**src/hdl/ubg_pkg.sv**
```systemverilog
// ubg_pkg: shared constants and state types for the serial data buffer and baud generator.
// assumes an 8-bit register address space and a single system clock.
package ubg_pkg;

    // register offsets
    localparam logic [7:0] UBG_ADDR_BAUD_CTRL = 8'h87;
    localparam logic [7:0] UBG_ADDR_SERIAL_CTRL = 8'h98;
    localparam logic [7:0] UBG_ADDR_DATA_BUF = 8'h99;
    localparam logic [7:0] UBG_ADDR_T2_CTRL = 8'hA0;
    localparam logic [7:0] UBG_ADDR_T1_RELOAD_LO = 8'hA1;
    localparam logic [7:0] UBG_ADDR_T1_RELOAD_HI = 8'hA2;
    localparam logic [7:0] UBG_ADDR_T1_CTRL = 8'hA3;
    localparam logic [7:0] UBG_ADDR_T2_RELOAD_LO = 8'hA4;
    localparam logic [7:0] UBG_ADDR_T2_RELOAD_HI = 8'hA5;
    localparam logic [7:0] UBG_ADDR_IRQ_STATUS = 8'hA8;
    localparam logic [7:0] UBG_ADDR_IRQ_CLEAR = 8'hA9;
    localparam logic [7:0] UBG_ADDR_IRQ_ENABLE = 8'hAA;

    // field positions
    localparam int UBG_BAUD_DIV16_BIT = 7;
    localparam int UBG_MODE_HI_BIT = 7;
    localparam int UBG_MODE_LO_BIT = 6;
    localparam int UBG_AUX_BIT = 5;
    localparam int UBG_RX_EN_BIT = 4;
    localparam int UBG_TX9_BIT = 3;
    localparam int UBG_RX9_BIT = 2;
    localparam int UBG_TX_DONE_BIT = 1;
    localparam int UBG_RX_DONE_BIT = 0;
    localparam int UBG_TX_SEL_BIT = 4;
    localparam int UBG_RX_SEL_BIT = 5;
    localparam int UBG_T1_RUN_BIT = 0;

    // reset values
    localparam logic [7:0] UBG_BYTE_RESET = 8'h00;
    localparam logic [15:0] UBG_RELOAD_RESET = 16'h0000;

    // frame mode encodings
    localparam logic [1:0] UBG_MODE_SYNC = 2'b00;
    localparam logic [1:0] UBG_MODE_ASYNC10 = 2'b01;
    localparam logic [1:0] UBG_MODE_RSVD = 2'b10;
    localparam logic [1:0] UBG_MODE_ASYNC11 = 2'b11;

    // bit timing counts in system clocks
    localparam int UBG_PER_W = 20;
    localparam logic [UBG_PER_W-1:0] UBG_SYNC_DIV_SLOW = 20'h0_000C;
    localparam logic [UBG_PER_W-1:0] UBG_SYNC_DIV_FAST = 20'h0_0004;
    localparam logic [UBG_PER_W-1:0] UBG_MIN_PERIOD = 20'h0_0002;

    // frame lengths in bits, and receive bit counts after the start bit
    localparam logic [3:0] UBG_SYNC_BITS = 4'h8;
    localparam logic [3:0] UBG_ASYNC10_BITS = 4'hA;
    localparam logic [3:0] UBG_ASYNC11_BITS = 4'hB;
    localparam logic [3:0] UBG_RX8_BITS = 4'h8;
    localparam logic [3:0] UBG_RX9_BITS = 4'h9;

    typedef enum logic [2:0] {
        UBG_TX_IDLE = 3'b001,
        UBG_TX_ASYNC = 3'b010,
        UBG_TX_SYNC = 3'b100
    } ubg_tx_state_t;

    typedef enum logic [2:0] {
        UBG_RX_IDLE = 3'b001,
        UBG_RX_START = 3'b010,
        UBG_RX_DATA = 3'b100
    } ubg_rx_state_t;

endpackage

```
**src/hdl/ubg_uart.sv**
```systemverilog
// ubg_uart: serial data buffer, frame engines and baud generation of the primary serial port.
// assumes a synchronous register port on clk_sys and an external serial peer on txd/rxd.
// How it works
// RQ1 - buffer write loads shifter, starts frame
// RQ2 - buffer read returns separate receive latch
// RQ3 - sync mode, aux clear: clock/12
// RQ4 - sync mode, aux set: clock/4
// RQ5 - divide-by-16 only in async modes
// RQ6 - both select bits zero: first timer
// RQ7 - first timer: clock/reload, optional /16
// RQ8 - software keeps first reload above 0x0010
// RQ9 - software keeps first timer run cleared
// RQ10 - any select bit set: second timer
// RQ11 - second timer: clock/reload, optional /16
// RQ12 - software keeps second reload above 0x0010
// RQ13 - mode 00: 8-bit sync, LSB first
// RQ14 - 01 ten-bit, 11 eleven-bit, 10 reserved
// RQ15 - ninth bit sent from control, stored received
// RQ16 - aux set in 11: flag needs ninth=1
// RQ17 - done flags sticky until software clears
// RQ18 - receive only while receive enable set
`timescale 1ns/1ps
`default_nettype none
module ubg_uart
    import ubg_pkg::*;
(
    input wire logic clk_sys,
    input wire logic reset_n,
    input wire logic [7:0] reg_addr,
    input wire logic [7:0] reg_wdata,
    input wire logic reg_wr,
    input wire logic reg_rd,
    output logic [7:0] reg_rdata,
    output logic txd_out,
    input wire logic rxd_in,
    output logic rxd_out,
    output logic rxd_oe,
    output logic irq
);

    // bit period in system clocks for the current mode
    function automatic logic [UBG_PER_W-1:0] bit_period(
        input logic [1:0] mode,
        input logic aux,
        input logic div16,
        input logic [15:0] reload
    );
        logic [UBG_PER_W-1:0] p;
        if (mode == UBG_MODE_SYNC) begin
            p = aux ? UBG_SYNC_DIV_FAST : UBG_SYNC_DIV_SLOW; // [RQ3] [RQ4]
        end else if (div16) begin
            p = {reload, 4'h0}; // [RQ5] [RQ7] [RQ11]
        end else begin
            p = {4'h0, reload};
        end
        if (p < UBG_MIN_PERIOD) begin
            p = UBG_MIN_PERIOD;
        end
        return p;
    endfunction

    logic div16_q;
    logic [1:0] mode_q;
    logic aux_q, rx_en_q, tx9_q, rx9_q;
    logic tx_sel_q, rx_sel_q, t1_run_q;
    logic [15:0] t1_reload_q, t2_reload_q;
    logic [1:0] irq_status_q, irq_en_q;
    logic [7:0] rx_latch_q, rdata_q;
    logic rxd_meta_q, rxd_s_q, rxd_prev_q;
    ubg_tx_state_t tx_state_q;
    ubg_rx_state_t rx_state_q;
    logic [10:0] tx_sh_q;
    logic [3:0] tx_bits_q;
    logic [UBG_PER_W-1:0] tx_cnt_q;
    logic sync_rx_q, shift_clk_q;
    logic [8:0] rx_sh_q;
    logic [3:0] rx_bits_q;
    logic [UBG_PER_W-1:0] rx_cnt_q;
    logic tx_done_evt, rx_done_evt, rx_accept;
    logic [7:0] rx_data;
    logic rx_ninth;
    logic [15:0] reload_sel;
    logic [UBG_PER_W-1:0] per, half;
    logic wr_buf, is_async;

    // baud source choice and derived timing
    assign reload_sel = (tx_sel_q | rx_sel_q) ? t2_reload_q : t1_reload_q; // [RQ6] [RQ10]
    assign per = bit_period(mode_q, aux_q, div16_q, reload_sel);
    assign half = {1'b0, per[UBG_PER_W-1:1]};
    assign wr_buf = reg_wr && (reg_addr == UBG_ADDR_DATA_BUF);
    assign is_async = (mode_q == UBG_MODE_ASYNC10) || (mode_q == UBG_MODE_ASYNC11);

    // receive pin synchroniser, edge history from the second stage only
    always_ff @(posedge clk_sys or negedge reset_n) begin
        if (!reset_n) begin
            rxd_meta_q <= 1'b1;
            rxd_s_q <= 1'b1;
            rxd_prev_q <= 1'b1;
        end else begin
            rxd_meta_q <= rxd_in;
            rxd_s_q <= rxd_meta_q;
            rxd_prev_q <= rxd_s_q;
        end
    end

    // software control registers
    always_ff @(posedge clk_sys or negedge reset_n) begin
        if (!reset_n) begin
            div16_q <= 1'b0;
            mode_q <= UBG_MODE_SYNC;
            aux_q <= 1'b0;
            rx_en_q <= 1'b0;
            tx9_q <= 1'b0;
            tx_sel_q <= 1'b0;
            rx_sel_q <= 1'b0;
            t1_run_q <= 1'b0;
            t1_reload_q <= UBG_RELOAD_RESET;
            t2_reload_q <= UBG_RELOAD_RESET;
            irq_en_q <= 2'h0;
        end else if (reg_wr) begin
            case (reg_addr)
                UBG_ADDR_BAUD_CTRL: div16_q <= reg_wdata[UBG_BAUD_DIV16_BIT];
                UBG_ADDR_SERIAL_CTRL: begin
                    mode_q <= {reg_wdata[UBG_MODE_HI_BIT], reg_wdata[UBG_MODE_LO_BIT]};
                    aux_q <= reg_wdata[UBG_AUX_BIT];
                    rx_en_q <= reg_wdata[UBG_RX_EN_BIT];
                    tx9_q <= reg_wdata[UBG_TX9_BIT];
                end
                UBG_ADDR_T2_CTRL: begin
                    tx_sel_q <= reg_wdata[UBG_TX_SEL_BIT];
                    rx_sel_q <= reg_wdata[UBG_RX_SEL_BIT];
                end
                UBG_ADDR_T1_RELOAD_LO: t1_reload_q[7:0] <= reg_wdata;
                UBG_ADDR_T1_RELOAD_HI: t1_reload_q[15:8] <= reg_wdata;
                UBG_ADDR_T1_CTRL: t1_run_q <= reg_wdata[UBG_T1_RUN_BIT];
                UBG_ADDR_T2_RELOAD_LO: t2_reload_q[7:0] <= reg_wdata;
                UBG_ADDR_T2_RELOAD_HI: t2_reload_q[15:8] <= reg_wdata;
                UBG_ADDR_IRQ_ENABLE: irq_en_q <= reg_wdata[1:0];
                default: ;
            endcase
        end
    end

    // sticky done flags, a hardware set beats a same-cycle clear
    always_ff @(posedge clk_sys or negedge reset_n) begin
        if (!reset_n) begin
            irq_status_q <= 2'h0;
        end else begin
            for (int i = 0; i < 2; i++) begin
                if ((i == UBG_TX_DONE_BIT && tx_done_evt) || (i == UBG_RX_DONE_BIT && rx_accept)) begin
                    irq_status_q[i] <= 1'b1; // [RQ17]
                end else if (reg_wr && reg_addr == UBG_ADDR_IRQ_CLEAR && reg_wdata[i]) begin
                    irq_status_q[i] <= 1'b0;
                end
            end
        end
    end

    // receive latch and received ninth bit, apart from the transmit shifter
    always_ff @(posedge clk_sys or negedge reset_n) begin
        if (!reset_n) begin
            rx_latch_q <= UBG_BYTE_RESET;
            rx9_q <= 1'b0;
        end else if (rx_accept) begin
            rx_latch_q <= rx_data; // [RQ2]
            if (mode_q == UBG_MODE_ASYNC11) begin
                rx9_q <= rx_ninth; // [RQ15]
            end
        end else if (reg_wr && reg_addr == UBG_ADDR_SERIAL_CTRL) begin
            rx9_q <= reg_wdata[UBG_RX9_BIT];
        end
    end

    // read data, valid only in the cycle after the read strobe
    always_ff @(posedge clk_sys or negedge reset_n) begin
        if (!reset_n) begin
            rdata_q <= UBG_BYTE_RESET;
        end else if (reg_rd) begin
            case (reg_addr)
                UBG_ADDR_SERIAL_CTRL:
                    rdata_q <= {mode_q, aux_q, rx_en_q, tx9_q, rx9_q, irq_status_q};
                UBG_ADDR_DATA_BUF: rdata_q <= rx_latch_q; // [RQ2]
                UBG_ADDR_T2_CTRL: rdata_q <= {2'b00, rx_sel_q, tx_sel_q, 4'h0};
                UBG_ADDR_T1_RELOAD_LO: rdata_q <= t1_reload_q[7:0];
                UBG_ADDR_T1_RELOAD_HI: rdata_q <= t1_reload_q[15:8];
                UBG_ADDR_T1_CTRL: rdata_q <= {7'h00, t1_run_q};
                UBG_ADDR_T2_RELOAD_LO: rdata_q <= t2_reload_q[7:0];
                UBG_ADDR_T2_RELOAD_HI: rdata_q <= t2_reload_q[15:8];
                UBG_ADDR_IRQ_STATUS: rdata_q <= {6'h00, irq_status_q};
                UBG_ADDR_IRQ_ENABLE: rdata_q <= {6'h00, irq_en_q};
                default: rdata_q <= UBG_BYTE_RESET;
            endcase
        end else begin
            rdata_q <= UBG_BYTE_RESET;
        end
    end

    // transmit engine, also runs the half-duplex synchronous transfers
    always_ff @(posedge clk_sys or negedge reset_n) begin
        if (!reset_n) begin
            tx_state_q <= UBG_TX_IDLE;
            tx_sh_q <= 11'h7FF;
            tx_bits_q <= 4'h0;
            tx_cnt_q <= '0;
            sync_rx_q <= 1'b0;
            shift_clk_q <= 1'b1;
            tx_done_evt <= 1'b0;
        end else begin
            tx_done_evt <= 1'b0;
            if (wr_buf && is_async) begin
                // start, data LSB first, ninth bit or stop, stop
                tx_sh_q <= {1'b1, (mode_q == UBG_MODE_ASYNC11) ? tx9_q : 1'b1, reg_wdata, 1'b0}; // [RQ1] [RQ15]
                tx_bits_q <= (mode_q == UBG_MODE_ASYNC11) ? UBG_ASYNC11_BITS : UBG_ASYNC10_BITS; // [RQ14]
                tx_cnt_q <= per - 1'b1;
                tx_state_q <= UBG_TX_ASYNC;
            end else if (wr_buf && mode_q == UBG_MODE_SYNC) begin
                tx_sh_q <= {3'b111, reg_wdata}; // [RQ1] [RQ13]
                tx_bits_q <= UBG_SYNC_BITS;
                tx_cnt_q <= '0;
                sync_rx_q <= 1'b0;
                tx_state_q <= UBG_TX_SYNC;
            end else begin
                case (tx_state_q)
                    UBG_TX_IDLE: begin
                        shift_clk_q <= 1'b1;
                        // synchronous receive begins once enabled and the last byte was taken
                        if (mode_q == UBG_MODE_SYNC && rx_en_q && !irq_status_q[UBG_RX_DONE_BIT]) begin
                            tx_bits_q <= UBG_SYNC_BITS; // [RQ18]
                            tx_cnt_q <= '0;
                            sync_rx_q <= 1'b1;
                            tx_state_q <= UBG_TX_SYNC;
                        end
                    end
                    UBG_TX_ASYNC: begin
                        if (tx_cnt_q == '0) begin
                            tx_sh_q <= {1'b1, tx_sh_q[10:1]};
                            tx_cnt_q <= per - 1'b1;
                            tx_bits_q <= tx_bits_q - 1'b1;
                            if (tx_bits_q == 4'h1) begin
                                tx_done_evt <= 1'b1; // [RQ17]
                                tx_state_q <= UBG_TX_IDLE;
                            end
                        end else begin
                            tx_cnt_q <= tx_cnt_q - 1'b1;
                        end
                    end
                    UBG_TX_SYNC: begin
                        // shift clock low in the first half, peer samples on its rise
                        tx_cnt_q <= (tx_cnt_q == per - 1'b1) ? '0 : tx_cnt_q + 1'b1;
                        if (tx_cnt_q == '0) begin
                            shift_clk_q <= 1'b0; // [RQ13]
                        end
                        if (tx_cnt_q == half) begin
                            shift_clk_q <= 1'b1;
                            if (sync_rx_q) begin
                                tx_sh_q[7:0] <= {rxd_s_q, tx_sh_q[7:1]};
                            end
                        end
                        if (tx_cnt_q == per - 1'b1) begin
                            if (!sync_rx_q) begin
                                tx_sh_q <= {1'b1, tx_sh_q[10:1]};
                            end
                            tx_bits_q <= tx_bits_q - 1'b1;
                            if (tx_bits_q == 4'h1) begin
                                tx_done_evt <= !sync_rx_q;
                                tx_state_q <= UBG_TX_IDLE;
                            end
                        end
                        if (sync_rx_q && !rx_en_q) begin
                            tx_state_q <= UBG_TX_IDLE; // [RQ18]
                        end
                    end
                    default: tx_state_q <= UBG_TX_IDLE;
                endcase
            end
        end
    end

    // asynchronous receive engine with mid-bit sampling
    always_ff @(posedge clk_sys or negedge reset_n) begin
        if (!reset_n) begin
            rx_state_q <= UBG_RX_IDLE;
            rx_sh_q <= 9'h000;
            rx_bits_q <= 4'h0;
            rx_cnt_q <= '0;
            rx_done_evt <= 1'b0;
        end else begin
            rx_done_evt <= 1'b0;
            case (rx_state_q)
                UBG_RX_IDLE: begin
                    if (rx_en_q && is_async && rxd_prev_q && !rxd_s_q) begin
                        rx_cnt_q <= half; // [RQ18]
                        rx_state_q <= UBG_RX_START;
                    end
                end
                UBG_RX_START: begin
                    if (rx_cnt_q == '0) begin
                        // a start bit gone high again was a glitch
                        rx_state_q <= rxd_s_q ? UBG_RX_IDLE : UBG_RX_DATA;
                        rx_cnt_q <= per - 1'b1;
                        rx_bits_q <= (mode_q == UBG_MODE_ASYNC11) ? UBG_RX9_BITS : UBG_RX8_BITS;
                    end else begin
                        rx_cnt_q <= rx_cnt_q - 1'b1;
                    end
                end
                UBG_RX_DATA: begin
                    if (rx_cnt_q == '0) begin
                        rx_cnt_q <= per - 1'b1;
                        if (rx_bits_q == 4'h0) begin
                            rx_done_evt <= rxd_s_q; // stop bit must be high
                            rx_state_q <= UBG_RX_IDLE;
                        end else begin
                            rx_sh_q <= {rxd_s_q, rx_sh_q[8:1]};
                            rx_bits_q <= rx_bits_q - 1'b1;
                        end
                    end else begin
                        rx_cnt_q <= rx_cnt_q - 1'b1;
                    end
                end
                default: rx_state_q <= UBG_RX_IDLE;
            endcase
            if (!rx_en_q) begin
                rx_state_q <= UBG_RX_IDLE; // [RQ18]
            end
        end
    end

    // completed receive frame from either engine
    logic sync_rx_done;
    assign sync_rx_done = (tx_state_q == UBG_TX_SYNC) && sync_rx_q && rx_en_q
                          && (tx_cnt_q == per - 1'b1) && (tx_bits_q == 4'h1);
    assign rx_data = sync_rx_done ? tx_sh_q[7:0]
                   : ((mode_q == UBG_MODE_ASYNC11) ? rx_sh_q[7:0] : rx_sh_q[8:1]);
    assign rx_ninth = rx_sh_q[8];
    assign rx_accept = sync_rx_done
                       || (rx_done_evt && rx_en_q
                           && !(mode_q == UBG_MODE_ASYNC11 && aux_q && !rx_ninth)); // [RQ16] [RQ18]

    // pins and interrupt
    assign txd_out = (tx_state_q == UBG_TX_ASYNC) ? tx_sh_q[0] : shift_clk_q;
    assign rxd_out = tx_sh_q[0];
    assign rxd_oe = (tx_state_q == UBG_TX_SYNC) && !sync_rx_q; // [RQ13]
    assign reg_rdata = rdata_q;
    assign irq = |(irq_status_q & irq_en_q);

endmodule // ubg_uart
`default_nettype wire

```
**config.mk**
```make
export PLATFORM = sky130hd
export DESIGN_NAME = ubg_uart
export DESIGN_NICKNAME = d
export VERILOG_FILES = /design/src/hdl/ubg_pkg.sv /design/src/hdl/ubg_uart.sv
export SDC_FILE = /design/constraint.sdc
export NUM_CORES = 1
export LEC_CHECK = 0
export BUFFER_PORTS_ARGS = -buffer_cell sky130_fd_sc_hd__buf_4
export CORE_ASPECT_RATIO = 0.5
export CORE_UTILIZATION = 50
export CTS_BUF_LIST = sky130_fd_sc_hd__clkbuf_16
export DETAILED_ROUTE_END_ITERATION = 6
export MAX_ROUTING_LAYER = met4
export PLACE_DENSITY = 0.69
export SYNTH_ARGS = -nofsm -noshare
export SYNTH_HDL_FRONTEND = slang
export SYNTH_SLANG_ARGS = --single-unit
```
**constraint.sdc**
```tcl
create_clock -name clk_sys -period 4.3 [get_ports clk_sys]
set_clock_uncertainty 0.15 [all_clocks]
set_input_delay 0.43 -clock clk_sys [delete_from_list [all_inputs] [get_ports clk_sys]]
set_output_delay 0.43 -clock clk_sys [all_outputs]
set_load 0.05 [all_outputs]
```
# == After elaboration in Yosys (flattened, before gate mapping) ==
# Cells that the tools add are included.
# totals
regBits,143
input_bits,21
out_inout_bits,12
elab_cells,229
# classes
add_sub_neg,6
n_lt_le_gt_ge,1
n_eq_ne,38
n_mux,78
bitwise,5
n_reduce_logical,67
# op_table
cell,count
$mux 20,10
$eq 8x8->1 const B,12
$pmux 8 s10,1
$pmux 20 s3,1
$sub 20x1->20 const B,3
$mux 11,5
$logic_not 20->1,2
$mux 8,5
$pmux 20 s2,1
$mux 3,13
$mux 4,9
$reduce_and 2->1,13
$mux 1,25
$logic_and 1x1->1,22
$pmux 11 s2,1
$add 20x1->20 const B,1
$eq 20x19->1,1
$eq 20x20->1,1
$lt 20x2->1 const B,1
$reduce_and 4->1,5
$pmux 3 s3,2
$mux 16,1
$ne 4x4->1 const B,4
$reduce_bool 2->1,8
25 further kinds,48

# == Depth between registers and ports, before layout ==
# depth
ltp_word,13
ltp_mapped,22
mapped_depth_nobuf,17

# == Worst setup path after synthesis ==
# OpenSTA, ideal clock, no wires.
# synth_path
kind,reg-to-reg
startpoint,reg rx_sel_q
endpoint,reg tx_state_q[1]
setup_time_ns,0.129
t_arrival_ns,4.379
required_time_ns,4.021
slack_ns,-0.359
stages_incl_launch_ff,20
path_buffers,2
synth_period_minus_slack_ns,4.659
cell_sequence,dfrtp_1 > or2_1 > buf_2 > buf_6 > or3_1 > a21oi_1 > o221ai_1 > nor3_1 > nand2b_1 > ha_1 > xnor2_1 > a21o_1 > a211oi_1 > o211ai_1 > or3_1 > nor4_4 > nand4b_4 > o21ai_2 > a21oi_1 > o41a_1
# synth_via
elab_chain_len,10
# synth_lines
item,line,text
from (decl),ubg_uart.sv:65,"logic tx_sel_q, rx_sel_q, t1_run_q;"
from (signal assigned),ubg_uart.sv:131,rx_sel_q <= reg_wdata[UBG_RX_SEL_BIT];
$or 1x1->1 (*),ubg_uart.sv:87,assign reload_sel = (tx_sel_q | rx_sel_q) ? t2_reload_q : t1_reload_q;
$mux 16 (*),ubg_uart.sv:87,
$mux 20 (*),ubg_uart.sv:51,end else if (div16) begin
$mux 20 (*),ubg_uart.sv:49,if (mode == UBG_MODE_SYNC) begin
$lt 20x2->1,ubg_uart.sv:56,if (p < UBG_MIN_PERIOD) begin
$mux 20 (*),ubg_uart.sv:56,
$sub 20x1->20 (*),ubg_uart.sv:259,if (tx_cnt_q == per - 1'b1) begin
$eq 20x20->1 (*),ubg_uart.sv:259,
$ne 5x5->1 (no source line) (*),--,
$reduce_and 3->1 (no source line) (*),--,
to (signal assigned),ubg_uart.sv:266,tx_state_q <= UBG_TX_IDLE;
to (signal assigned),ubg_uart.sv:270,tx_state_q <= UBG_TX_IDLE;
to (signal assigned),ubg_uart.sv:273,default: tx_state_q <= UBG_TX_IDLE;
to (decl),ubg_uart.sv:70,ubg_tx_state_t tx_state_q;
# Every way passes the cells marked *; elsewhere a longest branch is shown, timed or not.
# A chain may end at the register's enable or synchronous reset.

# == Worst setup path in the final report ==
# layout_path
startpoint,reg rx_sel_q
endpoint,reg tx_bits_q[1]
# layout_via
elab_chain_len,10
# layout_lines
item,line,text
$or 1x1->1 (*),ubg_uart.sv:87,
$mux 16 (*),ubg_uart.sv:87,
$mux 20 (*),ubg_uart.sv:51,
$mux 20 (*),ubg_uart.sv:49,
$lt 20x2->1,ubg_uart.sv:56,
$mux 20 (*),ubg_uart.sv:56,
$sub 20x1->20 (*),ubg_uart.sv:259,
$eq 20x20->1 (*),ubg_uart.sv:259,
$ne 4x4->1 (no source line) (*),--,
$reduce_and 4->1 (no source line) (*),--,
to (signal assigned),ubg_uart.sv:213,tx_bits_q <= (mode_q == UBG_MODE_ASYNC11) ? UBG_ASYNC11_BITS : UBG_ASYNC10_BITS;
to (signal assigned),ubg_uart.sv:238,tx_bits_q <= tx_bits_q - 1'b1;
to (signal assigned),ubg_uart.sv:263,tx_bits_q <= tx_bits_q - 1'b1;
to (decl),ubg_uart.sv:73,logic [3:0] tx_bits_q;
# Marked as above.

==> impl_metrics.py <==
metrics = {
    "placed_design": {
        "placedInstanceArea_um2": 12000,
        "hpwl_um": 28500,
        "gp_congestion": 0.992,
        "place_inst": 1600,
        "portBuffers": 32,
    },
    "min_path": {
        "min_from": "reg_addr[3]",
        "hold_class": "in2reg",
    },
    "timing": {
        "setup_tns_ps": -412,
        "rsz0062_at_grt": "true",
        "fin_ws_ps": -84.4,
        "finalCritPeriodShare_pct": 102,
        "max_slew_margin_pct": 25.7,
        "finalHoldViolCount": 0,
        "worstMarginPinSlew_ps": 1110,
        "fmax_mhz": 228,
        "setup_viol": 9,
        "slew_viol_final": 0,
        "post-route-min-period_ps": 4380,
    },
    "status": {
        "status": "finished, violations left",
        "failed_checks": "negative setup slack",
    },
    "critical_path": {
        "critical_path.top_delay_family": "simple AND/OR/NAND/NOR gates",
        "critPathLaunchType": "register",
        "cpPeakStageDelay_ps": 470,
        "regToRegStartpoint": "rx_sel_q",
        "critPathSlowestCell": "mux4_2",
        "path_buf_inv": 2,
        "critPathLaunch": "rx_sel_q",
        "crit_required_ps": 4470,
        "cp_common_cell": "buf_4",
        "arrival_ps": 4560,
        "path_cells": "or2_4 -> mux4_2 -> a21o_4 -> nand2_4 -> nor3_4 -> nand2b_4 -> ha_4 -> o21ai_0 -> mux2_2 -> xnor2_1 -> or3_4 -> nor4_4 -> nand4b_4 -> buf_4 -> o21ai_4 -> buf_4 -> nand2_1 -> o311ai_0",
        "timing.critical_path.to_type": "register",
        "path_class": "reg2reg",
        "crit_fanout": 7,
    },
    "finish": {
        "fin_nets": 1402,
        "final_common_cell": "buf_4",
        "postLayoutCellArea_um2": 13200,
        "antenna_cells": 0,
        "utilization_pct": 63.6,
        "layoutNonFillerInstCount": 1658,
        "layout_common_cells": "buf_4, nand2_1, dfrtp_1, nor2_1, o21ai_0",
        "fill_cells": 1792,
        "layout-drive-gt1-share_pct": 28.7,
        "areaGrowthSynthToFinish_pct": 23.6,
    },
    "floorplanning": {
        "initial_core_util_pct": 51.5,
        "dieArea_um2": 21900,
        "rows": 37,
        "ios": 33,
        "die_height_um": 105,
        "core_area_um2": 20700,
        "die_w_um": 208,
    },
    "cts": {
        "clock_path_buffers": 2,
        "cts.sinks": 143,
        "clkTransAtPathRegs_ps": 70,
        "clkLatencyLatePin_ps": 460,
        "cts_buffers": 17,
        "cts-root-buf": "clkbuf_16",
        "htreeDepth": 4,
        "cts_tree": "done",
    },
    "synthesis": {
        "synth_edf_count": 0,
        "yosys_warnings": 0,
        "syn_inst": 1230,
        "synth_top_area_share_pct": 29.6,
        "synthTopCellsByArea": "dfrtp_1, mux2_2, nand2_1",
        "syn-cell-area_um2": 10700,
        "ys_async_sr_fraction_pct": 100,
        "ys_types": 92,
        "avgSynthCellArea_um2": 8.66,
        "synth_nets": 1260,
        "ys.flop_type": "dfrtp_1",
        "synth-seq-cells": 143,
        "ys_seq_area_share_pct": 33.8,
        "synth_top_area_cell": "dfrtp_1",
    },
    "power_and_ir_drop": {
        "powerDensity_nw_per_um2": 301,
        "total_power_mw": 3.96,
        "leakagePower_nw": 5.69,
        "ir_worst_vdd_mv": 0.301,
    },
    "global_route": {
        "grt.total_usage_pct": 36.1,
        "antenna_found_initial": 0,
        "grt-ovfl-total": 0,
        "grt_max_degree": 98,
        "grt_pass1_vias": 10161,
        "grt_pass1_wl_um": 58700,
    },
    "routing": {
        "routedWlPerCell_um": 22.9,
        "drc": 0,
        "postRouteAntennaNets": 0,
        "viasPerCell": 6.53,
        "drt_iter0_markers": 1339,
        "num_vias": 10824,
        "routed_wl_um": 38000,
        "drt_pass1_iterations": 6,
    },
    "job": {
        "timing.max_cap.violations": 0,
    },
}
==> layout make-up <==
type / count / area [um2] / share of cell area [%]
clock inverters: 15 / 150 / 1.14
flip-flops and latches: 143 / 3600 / 27.4
multi-input cells: 983 / 6960 / 52.8
clock buffers: 17 / 425 / 3.23
inverters: 27 / 105 / 0.798
repair buffers: 200 / 1590 / 12.0
well taps: 273 / 342 / 2.59
==> sequential cells by signal (all words and copies together), names as in the netlist, 2 cells and up <==
signal        flops
irq_en_q          2
reg_rdata         8
rx_bits_q         4
tx_state_q        3
rx_sh_q           9
mode_q            2
t1_reload_q      16
rx_latch_q        8
tx_bits_q         4
t2_reload_q      16
tx_sh_q          11
rx_state_q        3
tx_cnt_q         20
rx_cnt_q         20
irq_status_q      2
==> per-layer routing <==
| metal | wire length, um | GRT usage, % | share of wire, % | vias up |
|---|---|---|---|---|
| met4 | 669 | 9.95 | 1.8 | 0 |
| li1 | - | - | - | 4844 |
| met3 | 3830 | 7.33 | 10 | 64 |
| met2 | 16200 | 50.7 | 43 | 592 |
| met5 | 0 | - | 0 | - |
| met1 | 17300 | 52.4 | 46 | 5324 |
==> worst register-to-register path, cell delays in order, from the launching register on <==
cell      delay [ps]
dfrtp_1          420
or2_4            320
mux4_2           470
a21o_4           250
nand2_4           80
nor3_4            40
nand2b_4         150
ha_4             170
o21ai_0           80
mux2_2           380
xnor2_1          160
or3_4            390
nor4_4           300
nand4b_4         200
buf_4            190
o21ai_4          190
buf_4            160
nand2_1           40
o311ai_0         110
==> cells in the mapped netlist, types with 5 or more instances <==
library cell,n
a221oi_1,7
a21o_1,5
mux2i_1,21
ha_1,9
clkbuf_1,50
o21ai_0,67
a222oi_1,12
a211oi_1,9
a22oi_1,12
xor2_1,34
or2_2,7
o21a_1,6
a21oi_1,51
and2_1,10
nor3_1,34
nand2b_1,13
nor2_1,106
buf_1,8
nand4_1,16
a22o_1,8
a211o_1,5
dfrtp_1,126
o221ai_1,15
nand3_1,63
o211ai_1,20
nor3b_1,8
o21ai_1,15
buf_4,5
or4_1,6
xnor2_1,55
mux4_2,7
and3_1,15
nor4_1,27
mux2_2,54
o31a_1,6
nor2b_1,6
a31oi_1,16
buf_2,9
or3_1,9
nor4b_1,7
o31ai_1,7
inv_1,27
o22ai_1,9
dfstp_2,17
nand2_1,136
==> metrics by stage <==
stage	worst slack, ps	hold WS [ps]
final	-84.4	153
after global placement	-183	196
after CTS	-84.5	135
after global routing	-292	147
after floorplan	30.7	-15.6
after detailed placement	-313	197
==> cell families (layout without fill, tap and decap cells) <==
kind of cell               Yosys count  count (layout)  synth area share [%]
and+or+nand+nor                    493             493                  23.7
AOI/OAI and AO/OA                  306             306                  19.9
DFF                                143             143                  33.8
buffers and inverters              104             259                  4.24
xor gates and xnor gates            92              92                  7.95
muxes                               83              83                  9.37
adders and majority gates            9               9                  1.06
==> power by group <==
group	internal, mW	leakage (nW)	switching, mW
clock	0.816	0.283	0.685
sequential	1.44	1.91	0.0843
combinational	0.404	3.50	0.537
==> final timing paths <==
kind,endpoint,slack (ps),depth (start not counted)
worst max-delay path,tx_bits_q[1],-80,18
worst min-delay path,div16_q,150,3
worst max register to register,tx_bits_q[1],-80,18
worst min register to register,rxd_s_q,210,0
max in group asynchronous,rxd_meta_q,2630,3
min in group asynchronous,rx_bits_q[3],510,2
==> repair_timing <==
| item | 4_1_cts | 5_1_grt |
|---|---|---|
| endpoints found under the setup margin | 49 | 49 |
| cloned | 0 | 1 |
| resized for setup | 17 | 53 |
| hold buffers | 2 | 0 |
| pin swaps | 10 | 13 |
| buffers inserted | 10 | 13 |
| endpoints found under the hold margin | 53 | 0 |
Power figures use the tool's default switching activity.
